**config.mk**
```make
export PLATFORM = sky130hd
export DESIGN_NAME = tmf_core
export DESIGN_NICKNAME = d
export VERILOG_FILES = /design/src/tmf_core.v
export VERILOG_INCLUDE_DIRS = /design/src
export SDC_FILE = /design/constraint.sdc
export NUM_CORES = 1
export LEC_CHECK = 0
export ABC_AREA = 0
export BUFFER_PORTS_ARGS = -buffer_cell sky130_fd_sc_hd__buf_2
export CELL_PAD_IN_SITES_DETAIL_PLACEMENT = 0
export CELL_PAD_IN_SITES_GLOBAL_PLACEMENT = 1
export CORE_UTILIZATION = 50
export CTS_BUF_LIST = sky130_fd_sc_hd__clkbuf_16
export DETAILED_ROUTE_END_ITERATION = 16
export GPL_ROUTABILITY_DRIVEN = 0
export PLACE_DENSITY = 0.81
export SLEW_MARGIN = 20
export SYNTH_ARGS = -nofsm -noshare
export SYNTH_HDL_FRONTEND = slang
export SYNTH_SLANG_ARGS = --single-unit
```
**constraint.sdc**
```tcl
create_clock -name i_mclk -period 11.2 [get_ports i_mclk]
set_input_delay 1.68 -clock i_mclk [delete_from_list [all_inputs] [get_ports i_mclk]]
set_output_delay 1.68 -clock i_mclk [all_outputs]
set_load 0.05 [all_outputs]
```
**src/tmf_defines.vh**
```
`ifndef TMF_DEFINES_VH
`define TMF_DEFINES_VH
// Function
// - Temperatures are 11-bit two's complement: sign, seven integer, three eighth-degree bits.
// - Every start converts all three channels, results published together at the end.
// - Status bit 7 is high while converting; previous results stay readable.
// - Rate register low three bits: 000 is 0.0625 Hz doubling to 8 Hz, default 1 Hz.
// - A one-shot command while stopped runs exactly one three-channel sequence.
// - Each sensor has a four-bit signed half-degree offset added to its reading.
// - Open diode sampled at conversion start raises alert and freezes that reading.
// - No diode fault is reported after reset until a conversion has started.
// - Open-diode faults of sensors one, two, three show in status bits 3, 2, 1.
// - A shorted diode at conversion start loads that reading with minus 128 degrees.
// - Sensor two threshold comes from the pin divider: 72 to 102 degrees, 2-degree steps.
// - Sensor one and three critical limits are separate eight-bit writable registers.
// - Shutdown when sensor one/three exceed limit or sensor two reaches threshold; output low.
// - Shutdown status bits 2, 1, 0 flag sensors three, two, one in shutdown.
// - Shutdown output asserts after queue code plus one consecutive out-of-limit results.
// - Configuration bit 1 selects open or closed loop; closed loop after reset.
// - Open loop drives the fan stage with the eight-bit open-loop level.
// - Closed loop regulates so the tach period count matches the target count.
// - Measured fan clock count between tach falling edges is readable, eight bits.
// - Pulses-per-revolution field decodes 00, 01, 10, 11 to 2, 4, 8, 16.
// - In closed loop, a target count of 255 stops the fan.
// - Fan fail: no tach transition for 0.7 s sets status bit 6 and alert.
// - Speed off target by 25 percent for 6 s sets status bit 5 and alert.
// - Alert follows any non-busy status bit and stays latched until alert response read.

// Command codes.
`define TMF_CMD_STATUS 8'h02
`define TMF_CMD_CONFIG 8'h03
`define TMF_CMD_SHDN_STATUS 8'h08
`define TMF_CMD_RATE 8'h0A
`define TMF_CMD_ONE_SHOT 8'h0F
`define TMF_CMD_TARGET 8'h10
`define TMF_CMD_MEASURED 8'h11
`define TMF_CMD_OPEN_LEVEL 8'h12
`define TMF_CMD_OFFSET1 8'h16
`define TMF_CMD_OFFSET2 8'h17
`define TMF_CMD_OFFSET3 8'h18
`define TMF_CMD_PPR 8'h19
`define TMF_CMD_QUEUE 8'h33
`define TMF_CMD_CRIT1 8'h35
`define TMF_CMD_CRIT3 8'h36

// Field positions.
`define TMF_ST_BUSY 7
`define TMF_ST_FAN_FAIL 6
`define TMF_ST_OOC 5
`define TMF_CFG_OPEN_LOOP 1
`define TMF_CFG_OOC_EN 4
`define TMF_CFG_FAIL_EN 5
`define TMF_CFG_STOP 6
`define TMF_CFG_MASK 7

// Reset values.
`define TMF_RST_CONFIG 8'h00
`define TMF_RST_RATE 8'h04
`define TMF_RST_TARGET 8'h80
`define TMF_RST_CRIT 8'h64

// Timing in 32.768 kHz ticks: 8 Hz interval, 0.7 s and 6 s windows (rounded down).
`define TMF_FAST_INTERVAL_TICKS 20'h01000
`define TMF_FAIL_TICKS 22937
`define TMF_OOC_TICKS 196608
`define TMF_SHORT_VALUE 11'h400
`define TMF_HW_BASE 8'h48
`endif

```
**src/tmf_core.v**
```verilog
`include "tmf_defines.vh"

module tmf_core #(
  parameter FAIL_TICKS = `TMF_FAIL_TICKS,
  parameter OOC_TICKS = `TMF_OOC_TICKS
) (
  // Clock and reset.
  input wire i_mclk,
  input wire i_rst,
  // Command register port.
  input wire [7:0] i_cmd_addr,
  input wire [7:0] i_cmd_wdata,
  input wire i_cmd_wr,
  input wire i_cmd_rd,
  output reg [7:0] o_cmd_rdata,
  input wire i_alert_ack,
  // Analog front end.
  output reg o_adc_start,
  output reg [1:0] o_adc_chan,
  input wire i_adc_done,
  input wire [10:0] i_adc_result,
  input wire [2:0] i_diode_open,
  input wire [2:0] i_diode_short,
  input wire [3:0] i_hw_threshold_code,
  // Results.
  output reg [10:0] o_temp_first,
  output reg [10:0] o_temp_second,
  output reg [10:0] o_temp_third,
  // Fan pins.
  input wire i_fan_clk,
  input wire i_tachometer_input,
  output reg [7:0] o_fan_drive_output,
  output reg [4:0] o_pulses_per_rev,
  // Open-drain outputs.
  output wire o_shutdown_output_o,
  output wire o_shutdown_output_oe,
  output wire o_alert_o,
  output wire o_alert_oe
);

  // ----------------------------------------
  // Helpers
  // ----------------------------------------

  // Adds a half-degree offset and clamps instead of wrapping round.
  function [10:0] add_offset;
    input [10:0] raw;
    input [3:0] off;
    reg [11:0] sum;
    begin
      sum = {raw[10], raw} + {{6{off[3]}}, off, 2'b00};
      if (sum[11] != sum[10])
        add_offset = sum[11] ? 11'h400 : 11'h3FF;
      else
        add_offset = sum[10:0];
    end
  endfunction

  // Free-running interval in fan clock ticks for a rate code.
  function [19:0] rate_ticks;
    input [2:0] code;
    begin
      rate_ticks = `TMF_FAST_INTERVAL_TICKS << (3'd7 - code);
    end
  endfunction

  // ----------------------------------------
  // Registers
  // ----------------------------------------
  reg [7:0] config_reg;
  reg [7:0] rate_reg;
  reg [7:0] target_reg;
  reg [7:0] open_level_reg;
  reg [3:0] offset_reg [0:2];
  reg [1:0] ppr_reg;
  reg [2:0] queue_reg;
  reg [7:0] crit1_reg;
  reg [7:0] crit3_reg;
  reg [2:0] open_fault_reg;
  reg fan_fail_reg;
  reg ooc_reg;
  reg alert_reg;
  reg [2:0] shdn_reg;
  reg [3:0] queue_cnt_reg [0:2];
  reg [7:0] measured_reg;
  reg one_shot_reg;
  wire busy;
  wire [7:0] status;
  wire wr_status_rd;
  wire start_take;
  reg fail_event;
  reg ooc_event;
  integer i;
  integer j;
  integer k;

  assign status = {busy, fan_fail_reg, ooc_reg, 1'b0, open_fault_reg, 1'b0};
  assign wr_status_rd = i_cmd_rd && (i_cmd_addr == `TMF_CMD_STATUS);

  // Register writes; a one-shot write while stopped is held until the sequencer takes it.
  always @(posedge i_mclk) begin
    if (i_rst) begin
      config_reg <= `TMF_RST_CONFIG;
      rate_reg <= `TMF_RST_RATE;
      target_reg <= `TMF_RST_TARGET;
      open_level_reg <= 8'h00;
      for (j = 0; j < 3; j = j + 1)
        offset_reg[j] <= 4'h0;
      ppr_reg <= 2'h0;
      queue_reg <= 3'h0;
      crit1_reg <= `TMF_RST_CRIT;
      crit3_reg <= `TMF_RST_CRIT;
      one_shot_reg <= 1'b0;
    end else begin
      if (start_take)
        one_shot_reg <= 1'b0;
      if (i_cmd_wr) begin
        case (i_cmd_addr)
          `TMF_CMD_CONFIG: config_reg <= i_cmd_wdata;
          `TMF_CMD_RATE: rate_reg <= i_cmd_wdata;
          `TMF_CMD_ONE_SHOT: one_shot_reg <= config_reg[`TMF_CFG_STOP];
          `TMF_CMD_TARGET: target_reg <= i_cmd_wdata;
          `TMF_CMD_OPEN_LEVEL: open_level_reg <= i_cmd_wdata;
          `TMF_CMD_OFFSET1: offset_reg[0] <= i_cmd_wdata[3:0];
          `TMF_CMD_OFFSET2: offset_reg[1] <= i_cmd_wdata[3:0];
          `TMF_CMD_OFFSET3: offset_reg[2] <= i_cmd_wdata[3:0];
          `TMF_CMD_PPR: ppr_reg <= i_cmd_wdata[1:0];
          `TMF_CMD_QUEUE: queue_reg <= i_cmd_wdata[2:0];
          `TMF_CMD_CRIT1: crit1_reg <= i_cmd_wdata;
          `TMF_CMD_CRIT3: crit3_reg <= i_cmd_wdata;
          default: ;
        endcase
      end
    end
  end

  // Read data is registered: it appears the cycle after the read strobe.
  always @(posedge i_mclk) begin
    if (i_rst) begin
      o_cmd_rdata <= 8'h00;
    end else if (i_cmd_rd) begin
      case (i_cmd_addr)
        `TMF_CMD_STATUS: o_cmd_rdata <= status;
        `TMF_CMD_CONFIG: o_cmd_rdata <= config_reg;
        `TMF_CMD_SHDN_STATUS: o_cmd_rdata <= {5'h00, shdn_reg};
        `TMF_CMD_RATE: o_cmd_rdata <= rate_reg;
        `TMF_CMD_TARGET: o_cmd_rdata <= target_reg;
        `TMF_CMD_MEASURED: o_cmd_rdata <= measured_reg;
        `TMF_CMD_OPEN_LEVEL: o_cmd_rdata <= open_level_reg;
        `TMF_CMD_OFFSET1: o_cmd_rdata <= {4'h0, offset_reg[0]};
        `TMF_CMD_OFFSET2: o_cmd_rdata <= {4'h0, offset_reg[1]};
        `TMF_CMD_OFFSET3: o_cmd_rdata <= {4'h0, offset_reg[2]};
        `TMF_CMD_PPR: o_cmd_rdata <= {6'h00, ppr_reg};
        `TMF_CMD_QUEUE: o_cmd_rdata <= {5'h00, queue_reg};
        `TMF_CMD_CRIT1: o_cmd_rdata <= crit1_reg;
        `TMF_CMD_CRIT3: o_cmd_rdata <= crit3_reg;
        default: o_cmd_rdata <= 8'h00;
      endcase
    end
  end

  // ----------------------------------------
  // Pin synchronisers
  // ----------------------------------------

  // Three stages; a level counts once stages two and three agree.
  reg [2:0] clk_sync_reg;
  reg [2:0] tach_sync_reg;
  reg clk_level_reg;
  reg tach_level_reg;
  wire tick;
  wire tach_fall;
  wire tach_change;

  assign tick = (clk_sync_reg[1] == clk_sync_reg[2]) && clk_sync_reg[2] && !clk_level_reg;
  assign tach_change = (tach_sync_reg[1] == tach_sync_reg[2]) &&
                       (tach_sync_reg[2] != tach_level_reg);
  assign tach_fall = tach_change && !tach_sync_reg[2];

  always @(posedge i_mclk) begin
    if (i_rst) begin
      clk_sync_reg <= 3'h0;
      tach_sync_reg <= 3'h7;
      clk_level_reg <= 1'b0;
      tach_level_reg <= 1'b1;
    end else begin
      clk_sync_reg <= {clk_sync_reg[1:0], i_fan_clk};
      tach_sync_reg <= {tach_sync_reg[1:0], i_tachometer_input};
      if (clk_sync_reg[1] == clk_sync_reg[2])
        clk_level_reg <= clk_sync_reg[2];
      if (tach_sync_reg[1] == tach_sync_reg[2])
        tach_level_reg <= tach_sync_reg[2];
    end
  end

  // ----------------------------------------
  // Conversion sequencer
  // ----------------------------------------
  localparam [2:0] ST_IDLE = 3'd0;
  localparam [2:0] ST_SAMPLE = 3'd1;
  localparam [2:0] ST_REQ = 3'd2;
  localparam [2:0] ST_WAIT = 3'd3;
  localparam [2:0] ST_PUBLISH = 3'd4;

  reg [2:0] state_reg;
  reg [19:0] interval_reg;
  reg [10:0] shadow_reg [0:2];
  reg [2:0] open_smp_reg;
  reg [2:0] short_smp_reg;
  wire timer_due;
  wire [7:0] hw_limit;
  wire [2:0] over;

  // The interval timer counts in every mode but can only expire while free-running conversion is enabled.
  assign timer_due = !config_reg[`TMF_CFG_STOP] && (interval_reg >= rate_ticks(rate_reg[2:0]));
  assign start_take = (state_reg == ST_IDLE) && (timer_due || one_shot_reg);
  assign busy = (state_reg != ST_IDLE);
  assign hw_limit = `TMF_HW_BASE + {3'h0, i_hw_threshold_code, 1'b0};

  // Integer parts compare as signed bytes.
  assign over[0] = $signed(o_temp_first[10:3]) > $signed(crit1_reg);
  assign over[1] = $signed(o_temp_second[10:3]) >= $signed(hw_limit);
  assign over[2] = $signed(o_temp_third[10:3]) > $signed(crit3_reg);

  always @(posedge i_mclk) begin
    if (i_rst) begin
      state_reg <= ST_IDLE;
      interval_reg <= 20'h00000;
      o_adc_start <= 1'b0;
      o_adc_chan <= 2'd0;
      open_smp_reg <= 3'h0;
      short_smp_reg <= 3'h0;
      open_fault_reg <= 3'h0;
      for (k = 0; k < 3; k = k + 1)
        shadow_reg[k] <= 11'h000;
      o_temp_first <= 11'h000;
      o_temp_second <= 11'h000;
      o_temp_third <= 11'h000;
    end else begin
      o_adc_start <= 1'b0;
      if (start_take)
        interval_reg <= 20'h00000;
      else if (tick && !timer_due)
        interval_reg <= interval_reg + 20'h00001;
      case (state_reg)
        ST_IDLE: begin
          if (start_take)
            state_reg <= ST_SAMPLE;
        end
        ST_SAMPLE: begin
          // Detectors are read once per sequence; bits 3..1 hold sensors 1..3.
          open_smp_reg <= i_diode_open;
          short_smp_reg <= i_diode_short;
          open_fault_reg <= {i_diode_open[0], i_diode_open[1], i_diode_open[2]};
          o_adc_chan <= 2'd0;
          state_reg <= ST_REQ;
        end
        ST_REQ: begin
          o_adc_start <= 1'b1;
          state_reg <= ST_WAIT;
        end
        ST_WAIT: begin
          if (i_adc_done) begin
            if (short_smp_reg[o_adc_chan])
              shadow_reg[o_adc_chan] <= `TMF_SHORT_VALUE;
            else if (open_smp_reg[o_adc_chan])
              shadow_reg[o_adc_chan] <= shadow_reg[o_adc_chan];
            else
              shadow_reg[o_adc_chan] <= add_offset(i_adc_result, offset_reg[o_adc_chan]);
            if (o_adc_chan == 2'd2) begin
              state_reg <= ST_PUBLISH;
            end else begin
              o_adc_chan <= o_adc_chan + 2'd1;
              state_reg <= ST_REQ;
            end
          end
        end
        ST_PUBLISH: begin
          // All three results change in the same cycle.
          o_temp_first <= shadow_reg[0];
          o_temp_second <= shadow_reg[1];
          o_temp_third <= shadow_reg[2];
          state_reg <= ST_IDLE;
        end
        default: state_reg <= ST_IDLE;
      endcase
    end
  end

  // ----------------------------------------
  // Thermal shutdown
  // ----------------------------------------

  // Evaluated once per published result; a result in limit restarts the queue.
  reg publish_d_reg;

  always @(posedge i_mclk) begin
    if (i_rst) begin
      publish_d_reg <= 1'b0;
      shdn_reg <= 3'h0;
      for (i = 0; i < 3; i = i + 1)
        queue_cnt_reg[i] <= 4'h0;
    end else begin
      publish_d_reg <= (state_reg == ST_PUBLISH);
      if (publish_d_reg) begin
        for (i = 0; i < 3; i = i + 1) begin
          if (!over[i]) begin
            queue_cnt_reg[i] <= 4'h0;
            shdn_reg[i] <= 1'b0;
          end else if (queue_cnt_reg[i] == {1'b0, queue_reg}) begin
            shdn_reg[i] <= 1'b1;
          end else begin
            queue_cnt_reg[i] <= queue_cnt_reg[i] + 4'h1;
          end
        end
      end
    end
  end

  assign o_shutdown_output_o = 1'b0;
  assign o_shutdown_output_oe = |shdn_reg;

  // ----------------------------------------
  // Fan controller
  // ----------------------------------------
  reg [7:0] period_cnt_reg;
  reg [17:0] quiet_cnt_reg;
  reg [17:0] dev_cnt_reg;
  reg [7:0] loop_level_reg;
  wire open_loop;
  wire [8:0] diff;
  wire deviating;
  wire fail_armed;

  assign open_loop = config_reg[`TMF_CFG_OPEN_LOOP];
  assign diff = (measured_reg > target_reg) ? {1'b0, measured_reg - target_reg}
                                            : {1'b0, target_reg - measured_reg};
  assign deviating = diff > {3'h0, target_reg[7:2]};
  assign fail_armed = open_loop ? (open_level_reg != 8'h00) : (measured_reg == 8'hFF);

  // Tach period count in fan clock ticks, saturating at 255.
  always @(posedge i_mclk) begin
    if (i_rst) begin
      period_cnt_reg <= 8'h00;
      measured_reg <= 8'hFF;
      quiet_cnt_reg <= 18'h00000;
    end else begin
      if (tach_fall) begin
        measured_reg <= period_cnt_reg;
        period_cnt_reg <= tick ? 8'h01 : 8'h00; // A tick in the fall cycle opens the next period.
      end else if (tick) begin
        if (period_cnt_reg != 8'hFF)
          period_cnt_reg <= period_cnt_reg + 8'h01;
        else
          measured_reg <= 8'hFF; // A stalled fan reads as the longest period.
      end
      if (tach_change)
        quiet_cnt_reg <= 18'h00000;
      else if (tick && quiet_cnt_reg != FAIL_TICKS)
        quiet_cnt_reg <= quiet_cnt_reg + 18'h00001;
    end
  end

  // Closed loop nudges the level one step per tach period, or one per tick while stalled; too coarse a gain
  // would hunt, so slow settling is accepted here.
  always @(posedge i_mclk) begin
    if (i_rst) begin
      loop_level_reg <= 8'h00;
      dev_cnt_reg <= 18'h00000;
    end else begin
      if (target_reg == 8'hFF)
        loop_level_reg <= 8'h00;
      else if ((tach_fall || (tick && period_cnt_reg == 8'hFF)) &&
               (period_cnt_reg > target_reg) && loop_level_reg != 8'hFF)
        loop_level_reg <= loop_level_reg + 8'h01;
      else if (tach_fall && period_cnt_reg < target_reg && loop_level_reg != 8'h00)
        loop_level_reg <= loop_level_reg - 8'h01;
      if (!deviating || open_loop || !config_reg[`TMF_CFG_OOC_EN])
        dev_cnt_reg <= 18'h00000;
      else if (tick && dev_cnt_reg != OOC_TICKS)
        dev_cnt_reg <= dev_cnt_reg + 18'h00001;
    end
  end

  // Drive code and pulses-per-revolution decode for the output stage.
  always @(posedge i_mclk) begin
    if (i_rst) begin
      o_fan_drive_output <= 8'h00;
      o_pulses_per_rev <= 5'd2;
    end else begin
      o_fan_drive_output <= open_loop ? open_level_reg : loop_level_reg;
      o_pulses_per_rev <= 5'd2 << ppr_reg;
    end
  end

  // ----------------------------------------
  // Fan events and alert
  // ----------------------------------------
  always @* begin
    fail_event = config_reg[`TMF_CFG_FAIL_EN] && fail_armed && (quiet_cnt_reg == FAIL_TICKS);
    ooc_event = (dev_cnt_reg == OOC_TICKS);
  end

  // Fan flags clear on a status read, but a new event in that cycle wins.
  always @(posedge i_mclk) begin
    if (i_rst) begin
      fan_fail_reg <= 1'b0;
      ooc_reg <= 1'b0;
      alert_reg <= 1'b0;
    end else begin
      fan_fail_reg <= fail_event | (fan_fail_reg & ~wr_status_rd);
      ooc_reg <= ooc_event | (ooc_reg & ~wr_status_rd);
      if (!config_reg[`TMF_CFG_MASK] && (|status[6:0]))
        alert_reg <= 1'b1;
      else if (i_alert_ack)
        alert_reg <= 1'b0;
    end
  end

  assign o_alert_o = 1'b0;
  assign o_alert_oe = alert_reg;

endmodule // tmf_core

```
==> results.tsv <==
stage	metric	value	unit
run_status	outcome	complete, no violations	
worst_setup_path	reg2reg end	dev_cnt_reg[13]	
synth	EDFF count, synth	57	
pwr	Worst VDD drop	0.121	mV
worst_setup_path	crit-path most repeated cell	a21oi_1	
timing	unrepaired setup endpoints after global routing	false	
cts	root buf cell	clkbuf_16	
layout	Final Cell Area	0.0159	mm2
worst_setup_path	critical path class	flip-flop to flip-flop	
timing	Slew @ Worst Pin	1.09	ns
drt	DRT Wirelength	37100	um
synth	Mapped Cells	1606	
global_route	Global Route Usage Sum	25.7	%
synth	synth warn	0	
synth	syn_area_per_cell	8.87	um2
drt	vias	11608	
placed_design	dpl cell area	0.0150	mm2
pwr	Tot Pwr	2.11	mW
worst_setup_path	cell depth of the worst setup path	15	
drt	Remaining DRCs	0	
cts	Post-CTS Hold Buffers	0	
layout	Area growth syn-to-layout	11.9	%
cts	clock buffer count from CTS	30	
cts	H-tree depth	1	
timing	Worst slew margin	26.4	%
layout	fin nets	1812	
drt	Via density	5.60	
worst_setup_path	largest fanout on the critical path	18	
worst_setup_path	Worst path slowest cell	fa_1	
worst_setup_path	critical path cell sequence	inv_1 -> fa_1 -> a21oi_1 -> nor2_1 -> o21ai_0 -> a21oi_2 -> a211oi_1 -> a21oi_1 -> xor2_1 -> ha_1 -> a211oi_1 -> a21oi_1 -> or3_1 -> a21oi_4 -> nor2_1	
drt	post-route antenna net violation count	0	
synth	library cells used by synthesis	81	
synth	post-synthesis sequential area ratio	42.4	%
placed_design	Place WS	6.79	ns
worst_setup_path	slowest stage delay, CP	0.48	ns
timing	Hold WS	0.410	ns
synth	#FFs+latches synth	273	
synth	top_reg_cell synth	dfxtp_1	
cts	post-CTS sizing	0	
worst_setup_path	CP arrival	4.56	ns
worst_setup_path	Worst R2R Path Depth	15	
synth	top cell type's share of synthesized area	30.4	%
die	Core Rows	61	
timing	final hold viol count	0	
cts	Clk pin slew, worst setup/hold paths	0.06	ns
die	initial core utilization	51.0	%
worst_setup_path	CP Buf/Inv Count	1	
layout	final core occ	57.1	%
worst_setup_path	R2R Setup Slk	7.05	ns
placed_design	Cells after DPL	2021	
cts	post-CTS setup buffers	0	
synth	most frequent cell after synthesis	dfxtp_1	
run	max-cap viol count	0	
synth	leading area contributor after synthesis	dfxtp_1	
worst_setup_path	Worst Setup Start Kind	flip-flop	
global_route	pin count of the biggest net entering global routing	66	
global_route	wire length of the first global-routing pass	59300	um
worst_setup_path	Crit. End Element	flip-flop	
drt	Initial DRC Count	696	
placed_design	post-DP HPWL	27200	um
timing	Tcrit/Tclk final	37.0	%
global_route	number of global-route vias before repair	11101	
layout	layout cells sized above 1	11.2	%
synth	most frequent cells after synthesis	216 x dfxtp_1, 188 x nand2_1, 184 x nor2_1	
die	Die H	171	um
timing	Tmin final	4.15	ns
worst_setup_path	FF-to-FF Start	target_reg[1]	
die	Die Wd	171	um
timing	Pins Over Slew Limit	0	
global_route	grt ovf	0	
timing	Setup Skew	0.0317	ns
layout	Layout Cells excl Fill	2073	
layout	diode count	0	
cts	clk sink count	273	
timing	setup violators final	0	
layout	max reg flops	33	
pwr	Leak Pwr	6.24	nW
die	Core ar.	0.0279	mm2
die	die area	0.0292	mm2
cts	buffer depth of the longest clock path	3	
synth	fraction of registers with async set/reset	0	%
timing	f_max	0.241	GHz
synth	largest cells by area after synthesis	dfxtp_1 30%, edfxtp_1 12%, ha_1 7.7%	
worst_setup_path	crit path from	target_reg[1]	
min_path	Hold Path Class	flip-flop to flip-flop	
cts	TritonCTS clock tree	yes	
worst_setup_path	Critical Path Sink	dev_cnt_reg[13]	
placed_design	I/O Buffers	102	
timing	final setup margin	7.05	ns
drt	Pre-antenna DRT Iters	5	
worst_setup_path	worst path required time	11.62	ns
drt	routed len/inst	17.9	um
timing	setup TNS	0	ns
synth	Cell Area, Synth	0.0142	mm2
worst_setup_path	CP top delay family	compound AO/OA/AOI/OAI gates	
die	Top-Level Pins	106	
cts	clk_lat worst skew	0.57	ns
global_route	initial antenna violation count	1	
pwr	pwr/cell area	132	mW/mm2
[placed cells by master (no fill, tap or decap), types with 6 or more instances in the layout]
master / instances
nor4_1: 10
xnor2_1: 30
nor2_1: 184
o22ai_1: 17
o21ai_0: 49
buf_2: 101
nand4_1: 29
and3_1: 14
nand2b_1: 19
o21a_1: 9
nor2b_1: 25
nor3b_1: 10
inv_1: 72
edfxtp_1: 57
ha_1: 88
a21oi_1: 133
clkbuf_16: 30
o21bai_1: 10
a21o_1: 15
a22oi_1: 16
nand3_1: 50
nand2_1: 188
dfxtp_1: 216
buf_4: 9
nand3b_1: 12
a211oi_1: 19
mux2i_1: 56
nor3_1: 16
or2_2: 7
or3_1: 26
xor2_1: 49
clkinv_2: 6
a211o_1: 7
and2_1: 9
[kinds of logic after synthesis]
logic type / Yosys count / synth area share [%]
adders and majority gates: 92 / 8.29
muxes: 60 / 4.25
buffers and inverters: 142 / 4.09
DFF: 273 / 42.4
AOI/OAI and AO/OA: 331 / 14.8
and+or+nand+nor: 628 / 21.3
other: 1 / 0.0263
xor gates and xnor gates: 79 / 4.86
[metal layers]
layer	global-route usage, %	routed length (um)	vias up
li1	-	-	5799
met1	32.1	16200	5459
met2	44.2	17600	274
met3	4.58	2000	74
met4	9.36	1260	2
met5	0	13	-
[worst min-delay path by stage]
stage	from	to	slack [ns]	depth (start not counted)
finish	tach_sync_reg[0]	tach_sync_reg[1]	0.41	1
global route	tach_sync_reg[0]	tach_sync_reg[1]	0.42	1
CTS	tach_sync_reg[0]	tach_sync_reg[1]	0.41	1
detailed placement	tach_sync_reg[0]	tach_sync_reg[1]	0.40	1
global placement	tach_sync_reg[0]	tach_sync_reg[1]	0.41	1
floorplan	tach_sync_reg[0]	tach_sync_reg[1]	0.39	1
[worst register-to-register path, cell delays in order (launching register included)]
cell and delay [ns]:
dfxtp_1 0.46, inv_1 0.14, fa_1 0.48, a21oi_1 0.23
nor2_1 0.09, o21ai_0 0.28, a21oi_2 0.20, a211oi_1 0.27
a21oi_1 0.08, xor2_1 0.16, ha_1 0.32, a211oi_1 0.21
a21oi_1 0.12, or3_1 0.42, a21oi_4 0.44, nor2_1 0.10
[final cells by class]
type                            count  area, um2
Inverter                           67        251
Tap cell                          378        473
Clock buffer                       30        751
Timing Repair Buffer              110        573
Sequential cell                   273       6040
Fill cell                        2588      12000
Clock inverter                     22        211
Multi-Input combinational cell   1193       7640
[report_power, final]
group          internal (mW)  switching [mW]  leakage (nW)
Combinational         0.0385          0.0771          3.43
Clock                  0.574           0.397         0.491
Sequential              1.01         0.00762          2.32
Total                   1.63           0.482          6.24
Power figures use the tool's default switching activity.
